### src/design/icache_pkg.sv
// Constants for the instruction cache control block.
// Assumes one processor clock and an active low asynchronous reset.
// What this block does
// RL1: 32-bit control register, move-readable, reset-modified
// RL2: Control bits 31..4 read zero, ignored
// RL3: Software keeps reserved control bits zero
// RL4: Bit3 clear-all, bit2 clear-entry, bit1 freeze, bit0 enable
// RL5: Clear-all write invalidates every entry
// RL6: Clear-all bit always reads zero
// RL7: Clear-entry invalidates indexed entry, regardless of modes
// RL8: Clear-entry bit always reads zero
// RL9: Freeze blocks miss refill of entry
// RL10: Unfrozen miss refills data, tag, valid
// RL11: Reset clears freeze bit
// RL12: Hits only while enabled, else bypass
// RL13: Reset clears enable bit
// RL14: Disabling keeps entries valid
// RL15: 32-bit entry address register, reserved bits
// RL16: Index field holds address bits 7..2
// RL17: 64 direct-mapped long-word entries with tags
// RL18: Reset clears all valid bits
// RL19: Inhibit input forces cache disabled
package icache_pkg;
    localparam int ENTRIES = 64;
    localparam int IDX_W = 6;
    localparam int TAG_W = 25;
    localparam int IDX_LSB = 2;
    localparam int IDX_MSB = 7;
    localparam int TAG_ADDR_LSB = 8;
    localparam int CTL_CLR_ALL_BIT = 3;
    localparam int CTL_CLR_ENTRY_BIT = 2;
    localparam int CTL_FREEZE_BIT = 1;
    localparam int CTL_ENABLE_BIT = 0;
    localparam logic CTL_FREEZE_RST = 1'h0;
    localparam logic CTL_ENABLE_RST = 1'h0;
    localparam logic [IDX_W-1:0] ADDR_IDX_RST = 6'h00;
    typedef enum logic [0:0] {
        SEL_CONTROL = 1'b0,
        SEL_ENTRY_ADDRESS = 1'b1
    } creg_sel_t;
endpackage

### src/design/icache_control_regs.sv
// Instruction cache control registers and 64-entry direct-mapped array.
// Assumes the prefetch path and move unit run on clk_sys_i; the
// inhibit pin is asynchronous and is synchronised here.
`timescale 1ns/10ps
`default_nettype none
module icache_control_regs
    import icache_pkg::*;
(
    input wire logic clk_sys_i,
    input wire logic rst_n_i,
    // Control-register move port
    input wire logic creg_wr_i,
    input wire logic creg_sel_i,
    input wire logic [31:0] creg_wdata_i,
    output logic [31:0] creg_rdata_o,
    // External inhibit, active low pin
    input wire logic cache_inhibit_input_n_i,
    // Prefetch lookup
    input wire logic fetch_req_i,
    input wire logic [31:0] fetch_addr_i,
    input wire logic supervisor_space_code_bit_i,
    output logic fetch_hit_o,
    output logic [31:0] fetch_data_o,
    // Miss refill from external memory
    input wire logic refill_valid_i,
    input wire logic [31:0] refill_addr_i,
    input wire logic refill_fc2_i,
    input wire logic [31:0] refill_data_i,
    output logic cache_active_o
);
    logic freeze_reg;
    logic enable_reg;
    logic [IDX_W-1:0] addr_idx_reg;
    logic inh_meta_reg;
    logic inh_sync_reg;
    logic hit_reg;
    logic [31:0] hit_data_reg;
    logic [31:0] rdata_reg;
    logic [ENTRIES-1:0] valid_w;
    logic [TAG_W-1:0] tag_w [ENTRIES];
    logic [31:0] data_w [ENTRIES];

    // Move decode
    wire wr_ctl = creg_wr_i && (creg_sel_i == SEL_CONTROL);
    wire wr_addr = creg_wr_i && (creg_sel_i == SEL_ENTRY_ADDRESS);
    wire clr_all = wr_ctl && creg_wdata_i[CTL_CLR_ALL_BIT]; // RL4
    wire clr_entry = wr_ctl && creg_wdata_i[CTL_CLR_ENTRY_BIT]; // RL4
    // Effective enable: inhibit pin wins over enable bit
    wire inhibited = ~inh_sync_reg;
    wire active = enable_reg && !inhibited; // RL19
    // Lookup index and tag
    wire [IDX_W-1:0] f_idx = fetch_addr_i[IDX_MSB:IDX_LSB];
    wire [TAG_W-1:0] f_tag = {supervisor_space_code_bit_i, fetch_addr_i[31:TAG_ADDR_LSB]}; // RL17
    wire [IDX_W-1:0] r_idx = refill_addr_i[IDX_MSB:IDX_LSB];
    wire [TAG_W-1:0] r_tag = {refill_fc2_i, refill_addr_i[31:TAG_ADDR_LSB]};
    wire f_match = valid_w[f_idx] && (tag_w[f_idx] == f_tag); // RL14
    wire do_fill = refill_valid_i && active && !freeze_reg; // RL9
    // Read mux; commands and reserved bits read zero
    wire [31:0] ctl_view = {28'h0000000, 1'b0, 1'b0, freeze_reg, enable_reg}; // RL2 RL6 RL8
    wire [31:0] addr_view = {24'h000000, addr_idx_reg, 2'h0}; // RL15
    wire [31:0] rdata_next = (creg_sel_i == SEL_ENTRY_ADDRESS) ? addr_view : ctl_view;

    // Inhibit pin synchroniser, idles released
    always_ff @(posedge clk_sys_i or negedge rst_n_i) begin
        if (!rst_n_i) begin
            inh_meta_reg <= 1'b1;
            inh_sync_reg <= 1'b1;
        end else begin
            inh_meta_reg <= cache_inhibit_input_n_i;
            inh_sync_reg <= inh_meta_reg;
        end
    end

    // Control register mode bits
    always_ff @(posedge clk_sys_i or negedge rst_n_i) begin
        if (!rst_n_i) begin
            freeze_reg <= CTL_FREEZE_RST; // RL11
            enable_reg <= CTL_ENABLE_RST; // RL13
        end else if (wr_ctl) begin
            freeze_reg <= creg_wdata_i[CTL_FREEZE_BIT]; // RL1
            enable_reg <= creg_wdata_i[CTL_ENABLE_BIT];
        end
    end

    // Entry address register index field
    always_ff @(posedge clk_sys_i or negedge rst_n_i) begin
        if (!rst_n_i) begin
            addr_idx_reg <= ADDR_IDX_RST;
        end else if (wr_addr) begin
            addr_idx_reg <= creg_wdata_i[IDX_MSB:IDX_LSB]; // RL16
        end
    end

    // Registered read data and lookup answer
    always_ff @(posedge clk_sys_i or negedge rst_n_i) begin
        if (!rst_n_i) begin
            rdata_reg <= 32'h00000000;
            hit_reg <= 1'b0;
            hit_data_reg <= 32'h00000000;
        end else begin
            rdata_reg <= rdata_next;
            hit_reg <= fetch_req_i && active && f_match; // RL12
            hit_data_reg <= data_w[f_idx];
        end
    end

    // Entry array
    for (genvar g = 0; g < ENTRIES; g++) begin : g_entry
        icache_entry u_entry (
            .clk_sys_i(clk_sys_i),
            .rst_n_i(rst_n_i),
            .fill_i(do_fill && (r_idx == IDX_W'(g))), // RL10
            .inval_i(clr_all || (clr_entry && (addr_idx_reg == IDX_W'(g)))), // RL5 RL7
            .tag_i(r_tag),
            .data_i(refill_data_i),
            .valid_o(valid_w[g]),
            .tag_o(tag_w[g]),
            .data_o(data_w[g])
        );
    end

    assign creg_rdata_o = rdata_reg;
    assign fetch_hit_o = hit_reg;
    assign fetch_data_o = hit_data_reg;
    assign cache_active_o = active;

    // Control read: reserved and command bits zero
    a_ctl_reserved_zero: assert property (@(posedge clk_sys_i) disable iff (!rst_n_i) // RL2 RL6 RL8
        !$past(creg_sel_i) |-> creg_rdata_o[31:2] == 30'h0)
        else $error("control read reserved or command bit set");

    // Control read returns the mode bits
    a_ctl_read_modes: assert property (@(posedge clk_sys_i) disable iff (!rst_n_i) // RL1
        !$past(creg_sel_i) |-> creg_rdata_o[1:0] == {$past(freeze_reg), $past(enable_reg)})
        else $error("control read lost a mode bit");

    // Control write lands in the mode bits
    a_ctl_write_modes: assert property (@(posedge clk_sys_i) disable iff (!rst_n_i) // RL4
        wr_ctl |=> {freeze_reg, enable_reg} == $past({creg_wdata_i[CTL_FREEZE_BIT], creg_wdata_i[CTL_ENABLE_BIT]}))
        else $error("control write missed a mode bit");

    // Address read: reserved bits zero
    a_addr_reserved_zero: assert property (@(posedge clk_sys_i) disable iff (!rst_n_i) // RL15
        $past(creg_sel_i) |-> (creg_rdata_o[31:8] == 24'h0 && creg_rdata_o[1:0] == 2'h0))
        else $error("address read reserved bits set");

    // Address read returns the held index
    a_addr_read_index: assert property (@(posedge clk_sys_i) disable iff (!rst_n_i) // RL16
        $past(creg_sel_i) |-> creg_rdata_o[7:2] == $past(addr_idx_reg))
        else $error("address read lost the index");

    // Address write keeps only the index field
    a_addr_write_index: assert property (@(posedge clk_sys_i) disable iff (!rst_n_i) // RL16
        wr_addr |=> addr_idx_reg == $past(creg_wdata_i[IDX_MSB:IDX_LSB]))
        else $error("address write missed the index");

    // Reset leaves modes off
    a_reset_modes_off: assert property (@(posedge clk_sys_i) // RL11 RL13
        $rose(rst_n_i) |-> (!freeze_reg && !enable_reg))
        else $error("mode bit set after reset");

    // Reset leaves no valid entry
    a_reset_all_invalid: assert property (@(posedge clk_sys_i) // RL18
        $rose(rst_n_i) |-> valid_w == '0)
        else $error("valid entry after reset");

    // Clear-all empties the array
    a_clear_all_flush: assert property (@(posedge clk_sys_i) disable iff (!rst_n_i) // RL5
        clr_all |=> valid_w == '0)
        else $error("clear all left a valid entry");

    // Clear-entry drops the indexed entry
    a_clear_entry_one: assert property (@(posedge clk_sys_i) disable iff (!rst_n_i) // RL7
        clr_entry |=> !valid_w[$past(addr_idx_reg)])
        else $error("clear entry left entry valid");

    // Clear-entry spares every other entry
    a_clear_entry_spares: assert property (@(posedge clk_sys_i) disable iff (!rst_n_i) // RL7
        (clr_entry && !clr_all && !do_fill) |=> (valid_w | (ENTRIES'(1) << $past(addr_idx_reg))) ==
            ($past(valid_w) | (ENTRIES'(1) << $past(addr_idx_reg))))
        else $error("clear entry touched another entry");

    // Frozen cache gains no valid entry
    a_freeze_no_fill: assert property (@(posedge clk_sys_i) disable iff (!rst_n_i) // RL9
        freeze_reg |=> (valid_w & ~$past(valid_w)) == '0)
        else $error("frozen cache gained an entry");

    // Frozen refill leaves the tag alone
    a_freeze_keeps_tag: assert property (@(posedge clk_sys_i) disable iff (!rst_n_i) // RL9
        (refill_valid_i && freeze_reg) |=> tag_w[$past(r_idx)] == $past(tag_w[r_idx]))
        else $error("frozen refill changed a tag");

    // Refill sets the valid bit
    a_fill_sets_valid: assert property (@(posedge clk_sys_i) disable iff (!rst_n_i) // RL10
        (do_fill && !clr_all && !clr_entry) |=> valid_w[$past(r_idx)])
        else $error("refill did not set valid");

    // Refill writes tag and data
    a_fill_writes_tag: assert property (@(posedge clk_sys_i) disable iff (!rst_n_i) // RL10
        (do_fill && !clr_all && !clr_entry) |=>
            (tag_w[$past(r_idx)] == $past(r_tag) && data_w[$past(r_idx)] == $past(refill_data_i)))
        else $error("refill lost tag or data");

    // No hit while inactive
    a_no_hit_disabled: assert property (@(posedge clk_sys_i) disable iff (!rst_n_i) // RL12
        !active |=> !fetch_hit_o)
        else $error("hit while disabled");

    // Inactive cache gains no valid entry
    a_inactive_no_fill: assert property (@(posedge clk_sys_i) disable iff (!rst_n_i) // RL12
        !active |=> (valid_w & ~$past(valid_w)) == '0)
        else $error("inactive cache gained an entry");

    // Hit only on a requested tag match
    a_hit_needs_match: assert property (@(posedge clk_sys_i) disable iff (!rst_n_i) // RL17
        fetch_hit_o |-> $past(fetch_req_i && f_match))
        else $error("hit without a tag match");

    // Hit returns the indexed entry's data
    a_hit_data_entry: assert property (@(posedge clk_sys_i) disable iff (!rst_n_i) // RL17
        fetch_hit_o |-> fetch_data_o == $past(data_w[f_idx]))
        else $error("hit data not from entry");

    // Held inhibit pin forces the cache off
    a_inhibit_forces_off: assert property (@(posedge clk_sys_i) disable iff (!rst_n_i) // RL19
        !cache_inhibit_input_n_i [*3] |-> !cache_active_o)
        else $error("active while inhibited");

    // Mode writes keep valid bits
    a_disable_keeps: assert property (@(posedge clk_sys_i) disable iff (!rst_n_i) // RL14
        (wr_ctl && !clr_all && !clr_entry && !do_fill) |=> valid_w == $past(valid_w))
        else $error("mode write changed valid bits");
endmodule
`default_nettype wire

### src/design/icache_entry.sv
// One cache entry: valid bit, tag and long word of data.
// Assumes the top decodes which entry is written or invalidated.
`timescale 1ns/10ps
`default_nettype none
module icache_entry
    import icache_pkg::*;
(
    input wire logic clk_sys_i,
    input wire logic rst_n_i,
    input wire logic fill_i,
    input wire logic inval_i,
    input wire logic [TAG_W-1:0] tag_i,
    input wire logic [31:0] data_i,
    output logic valid_o,
    output logic [TAG_W-1:0] tag_o,
    output logic [31:0] data_o
);
    logic valid_reg;
    logic [TAG_W-1:0] tag_reg;
    logic [31:0] data_reg;

    // Invalidate beats fill in the same cycle
    always_ff @(posedge clk_sys_i or negedge rst_n_i) begin
        if (!rst_n_i) begin
            valid_reg <= 1'b0; // RL18
        end else if (inval_i) begin
            valid_reg <= 1'b0; // RL5
        end else if (fill_i) begin
            valid_reg <= 1'b1; // RL10
        end
    end

    // Tag and data follow the fill strobe only
    always_ff @(posedge clk_sys_i or negedge rst_n_i) begin
        if (!rst_n_i) begin
            tag_reg <= '0;
            data_reg <= 32'h00000000;
        end else if (fill_i) begin
            tag_reg <= tag_i; // RL10
            data_reg <= data_i;
        end
    end

    assign valid_o = valid_reg;
    assign tag_o = tag_reg;
    assign data_o = data_reg;
endmodule
`default_nettype wire

### config.mk
export PLATFORM = sky130hd
export DESIGN_NAME = icache_control_regs
export DESIGN_NICKNAME = d
export VERILOG_FILES = /design/src/design/icache_pkg.sv /design/src/design/icache_control_regs.sv /design/src/design/icache_entry.sv
export SDC_FILE = /design/constraint.sdc
export NUM_CORES = 2
export LEC_CHECK = 0
export BUFFER_PORTS_ARGS = -buffer_cell sky130_fd_sc_hd__buf_2
export CAP_MARGIN = 20
export CORE_ASPECT_RATIO = 0.9
export CORE_MARGIN = 5
export CORE_UTILIZATION = 60
export DETAILED_ROUTE_END_ITERATION = 8
export PLACE_DENSITY = 0.86
export SETUP_SLACK_MARGIN = 0.2
export SLEW_MARGIN = 10
export SYNTH_ARGS = -nofsm -noshare
export SYNTH_HDL_FRONTEND = slang
export SYNTH_SLANG_ARGS = --single-unit
### constraint.sdc
create_clock -name clk_sys_i -period 3.9 [get_ports clk_sys_i]
set_clock_uncertainty 0.1 [all_clocks]
set_input_delay 0.195 -clock clk_sys_i [delete_from_list [all_inputs] [get_ports clk_sys_i]]
set_output_delay 0.195 -clock clk_sys_i [all_outputs]
set_load 0.05 [all_outputs]
==> qor.json <==
{
  "run_status": {
    "run_status": "complete, no violations"
  },
  "floorplanning": {
    "io_pins": 203,
    "dieHeight_um": 514,
    "initial_utilization": 0.602,
    "design.core.area_um2": 282000,
    "row_count": 185,
    "fp.dieW_um": 571,
    "die_area_um2": 294000
  },
  "sta": {
    "timing.max_slew.rel_slack": 0.146,
    "grt_setup_unrepaired": "no",
    "hold_viol_final": 0,
    "timing.final.crit_period_ns": 3.60,
    "fin_max_slew_vios": 0,
    "setup_total_negative_slack_ns": 0,
    "worst_pin_slew_ns": 1.28,
    "maxClockFrequency_mhz": 278,
    "final-setup-viol-count": 0,
    "post-route-period-util": 0.922
  },
  "logic_synthesis": {
    "post_synth.cell_area_avg_um2": 16.2,
    "netlist.top_cell.by_area": "sky130_fd_sc_hd__dfrtp_1",
    "synth_top_area_frac": 0.555,
    "synth_warnings": 0,
    "synth_async_sr_flop_share": 1.00,
    "post_synth_edffs": 0,
    "post_synth_inst_count": 10500,
    "ys_seq_area_frac": 0.555,
    "ys.flop_type": "sky130_fd_sc_hd__dfrtp_1",
    "synth.top_cells.by_count": "sky130_fd_sc_hd__dfrtp_1 (3761), sky130_fd_sc_hd__mux2_2 (3673), sky130_fd_sc_hd__mux4_2 (1051)",
    "synth.most_common_cell": "sky130_fd_sc_hd__dfrtp_1",
    "cell_area_after_technology_mapping_um2": 170000,
    "synth_cell_type_count": 70,
    "ys_ff_latch": 3763,
    "netlist_top_cells_area": "sky130_fd_sc_hd__dfrtp_1 (55%), sky130_fd_sc_hd__mux2_2 (24%), sky130_fd_sc_hd__mux4_2 (14%)"
  },
  "power": {
    "combinationalPowerShare": 0.071,
    "p_switching_mw": 19.6,
    "seqPwrFrac": 0.493,
    "leakage_nw": 90.7,
    "internal_power_mw": 63.7,
    "p_total_mw": 83.3,
    "clkPwrFrac": 0.436,
    "powerDensity_nw_per_um2": 440,
    "power.share.switching": 0.235,
    "max-vdd-ir-drop_mv": 0.374
  },
  "clocking": {
    "clock_sink_count": 3763,
    "cts_root_buf": "sky130_fd_sc_hd__clkbuf_16",
    "worst_skew_pair.late_latency_ns": 0.92,
    "cts_tree": "yes",
    "post_cts_buffers": 0,
    "cts_htree_levels": 5,
    "clkSlewWorstSetupHoldPaths_ns": 0.06,
    "cts_buffer_depth": 4,
    "cts-buffers-inserted": 368
  },
  "routing": {
    "ant_nets": 0,
    "drt-wirelength-per-cell_um": 34.8,
    "routed_via_density": 6.97,
    "drtPass1Iterations": 9,
    "route.detailed.drc": 0,
    "route.vias.total": 101000,
    "detailedRoute.firstIterationViolations": 11800,
    "totalWireLength_um": 503000
  },
  "critical_path": {
    "startpoint_types": "flop",
    "end_kind": "flop",
    "path_class": "reg2reg",
    "critical_path_peak_fanout": 13,
    "worstPathRequired_ns": 4.57,
    "critical_path_at_ns": 4.27
  },
  "global_routing": {
    "grt_util_met1": 0.464,
    "global_route.usage.met2": 0.521,
    "vias_in_the_first_global_route": 108000,
    "grt_pass1_wl_um": 746000,
    "grt_usage": 0.346,
    "global_route.usage.met3": 0.101,
    "grt_antenna_before_repair": 32,
    "grt.busiest_layer": "met2",
    "gr-total-overflow": 0,
    "grt_max_degree": 185
  },
  "layout": {
    "nets": 10500,
    "multi_input_area_um2": 71300,
    "final-instance-count-excl-fill": 14400,
    "sequential_cell_area_in_the_final_layout_um2": 94200,
    "finish.utilization": 0.671,
    "nFillCells": 17500,
    "flip_flop_count_of_the_largest_register_after_layout": 2048,
    "share_of_layout_cells_above_drive_strength_1": 0.564,
    "flow.area_growth_from_synthesis_pct": 11.5
  },
  "place": {
    "dp.final_hpwl_um": 288000,
    "place.port_buffers": 150,
    "place_inst": 13700,
    "globalplace.congestion": 0.872
  },
  "hold_path": {
    "min-delay-path-class": "in2reg"
  },
  "job": {
    "max_cap_viol_count": 0
  }
}
==> logic make-up after synthesis <==
| group | Yosys count | share of synthesized area |
|---|---|---|
| flops | 3763 | 0.555 |
| xor+xnor | 14 | 0.000723 |
| other cells | 1 | 0.0000221 |
| simple gates | 387 | 0.0113 |
| compound gates | 339 | 0.0150 |
| buf+inv | 1163 | 0.0282 |
| mux | 4833 | 0.390 |
==> metal layers <==
layer  part of all wire  vias up
li1                   -    38800
met1               0.37    54400
met2               0.46     5786
met3               0.11     1590
met4              0.059       18
met5            0.00023        -
==> worst max-delay path, cell delays in order, from the launching register on <==
cell and delay, ns:
sky130_fd_sc_hd__dfstp_2 0.52, sky130_fd_sc_hd__and2_1 0.14, sky130_fd_sc_hd__and3b_1 0.44, sky130_fd_sc_hd__nor2b_1 0.28, sky130_fd_sc_hd__nand2b_2 0.18, sky130_fd_sc_hd__buf_4 0.30, sky130_fd_sc_hd__nor2_4 0.55, sky130_fd_sc_hd__buf_4 0.48
sky130_fd_sc_hd__mux2_2 0.39
==> cell usage in the layout (no fill, tap or decap), drive strengths merged, types with 27 or more instances in the layout <==
cell type / n
a21oi: 41
a22oi: 39
buf: 577
bufinv: 27
clkbuf: 533
clkinv: 73
dfrtp: 3761
dlygate4sd3: 54
inv: 36
mux2: 3673
mux2i: 109
mux4: 1051
nand2: 125
nand3: 40
nor2: 72
o21ai: 35
o221a: 50
o22ai: 57
==> power groups by stage <==
| stage | clock network (mW) | registers [mW] | logic (mW) |
|---|---|---|---|
| 6_report | 36.3 | 41.1 | 5.89 |
| 5_1_grt | 38.1 | 41.2 | 6.31 |
| 3_3_place_gp | 0 | 41.6 | 5.53 |
| 2_1_floorplan | 0 | 41.5 | 3.57 |
| 4_1_cts | 36.5 | 41.0 | 5.87 |
| 3_5_place_dp | 0 | 41.7 | 5.77 |
==> path summary, 6_finish.rpt <==
kind / depth (start not counted) / to / startpoint / slack (ns)
hold reg to reg: 0 / inh_sync_reg / inh_meta_reg / 0.26
setup / recovery: 8 / g_entry[0].u_entry.data_o[2] / inh_sync_reg / 0.30
hold / removal: 4 / g_entry[47].u_entry.tag_o[23] / refill_addr_i[5] / 0.04
min in group asynchronous: 3 / g_entry[35].u_entry.data_o[27] / rst_n_i / 0.13
max in group asynchronous: 3 / g_entry[48].u_entry.data_o[27] / rst_n_i / 2.37
setup reg to reg: 8 / g_entry[0].u_entry.data_o[2] / inh_sync_reg / 0.30
==> cell type report <==
| cell class | count | share of cell area |
|---|---|---|
| tap | 3740 | 0.0247 |
| clock inverter | 125 | 0.00806 |
| multi-input combinational | 5597 | 0.377 |
| sequential | 3763 | 0.498 |
| inverter | 22 | 0.000516 |
| timing repair buffer | 632 | 0.0353 |
| antenna | 20 | 0.000265 |
| clock buffer | 532 | 0.0566 |
==> stage by stage <==
step	hold slack [ns]	cell area, µm²	setup WS, ns
finish	0.0393	189000	0.304
global route	0.0420	189000	0.208
CTS	0.000270	189000	0.306
detailed placement	0.0677	176000	0.145
global placement	0.0806	176000	0.170
floorplan	-0.201	170000	0.626
==> what timing repair did <==
item,CTS,global route
endpoints found under the hold margin,2556,1
endpoints found under the setup margin,0,2
hold buffers,50,5
gates resized for setup,0,2
No activity file was read; power rests on OpenSTA's default activity.
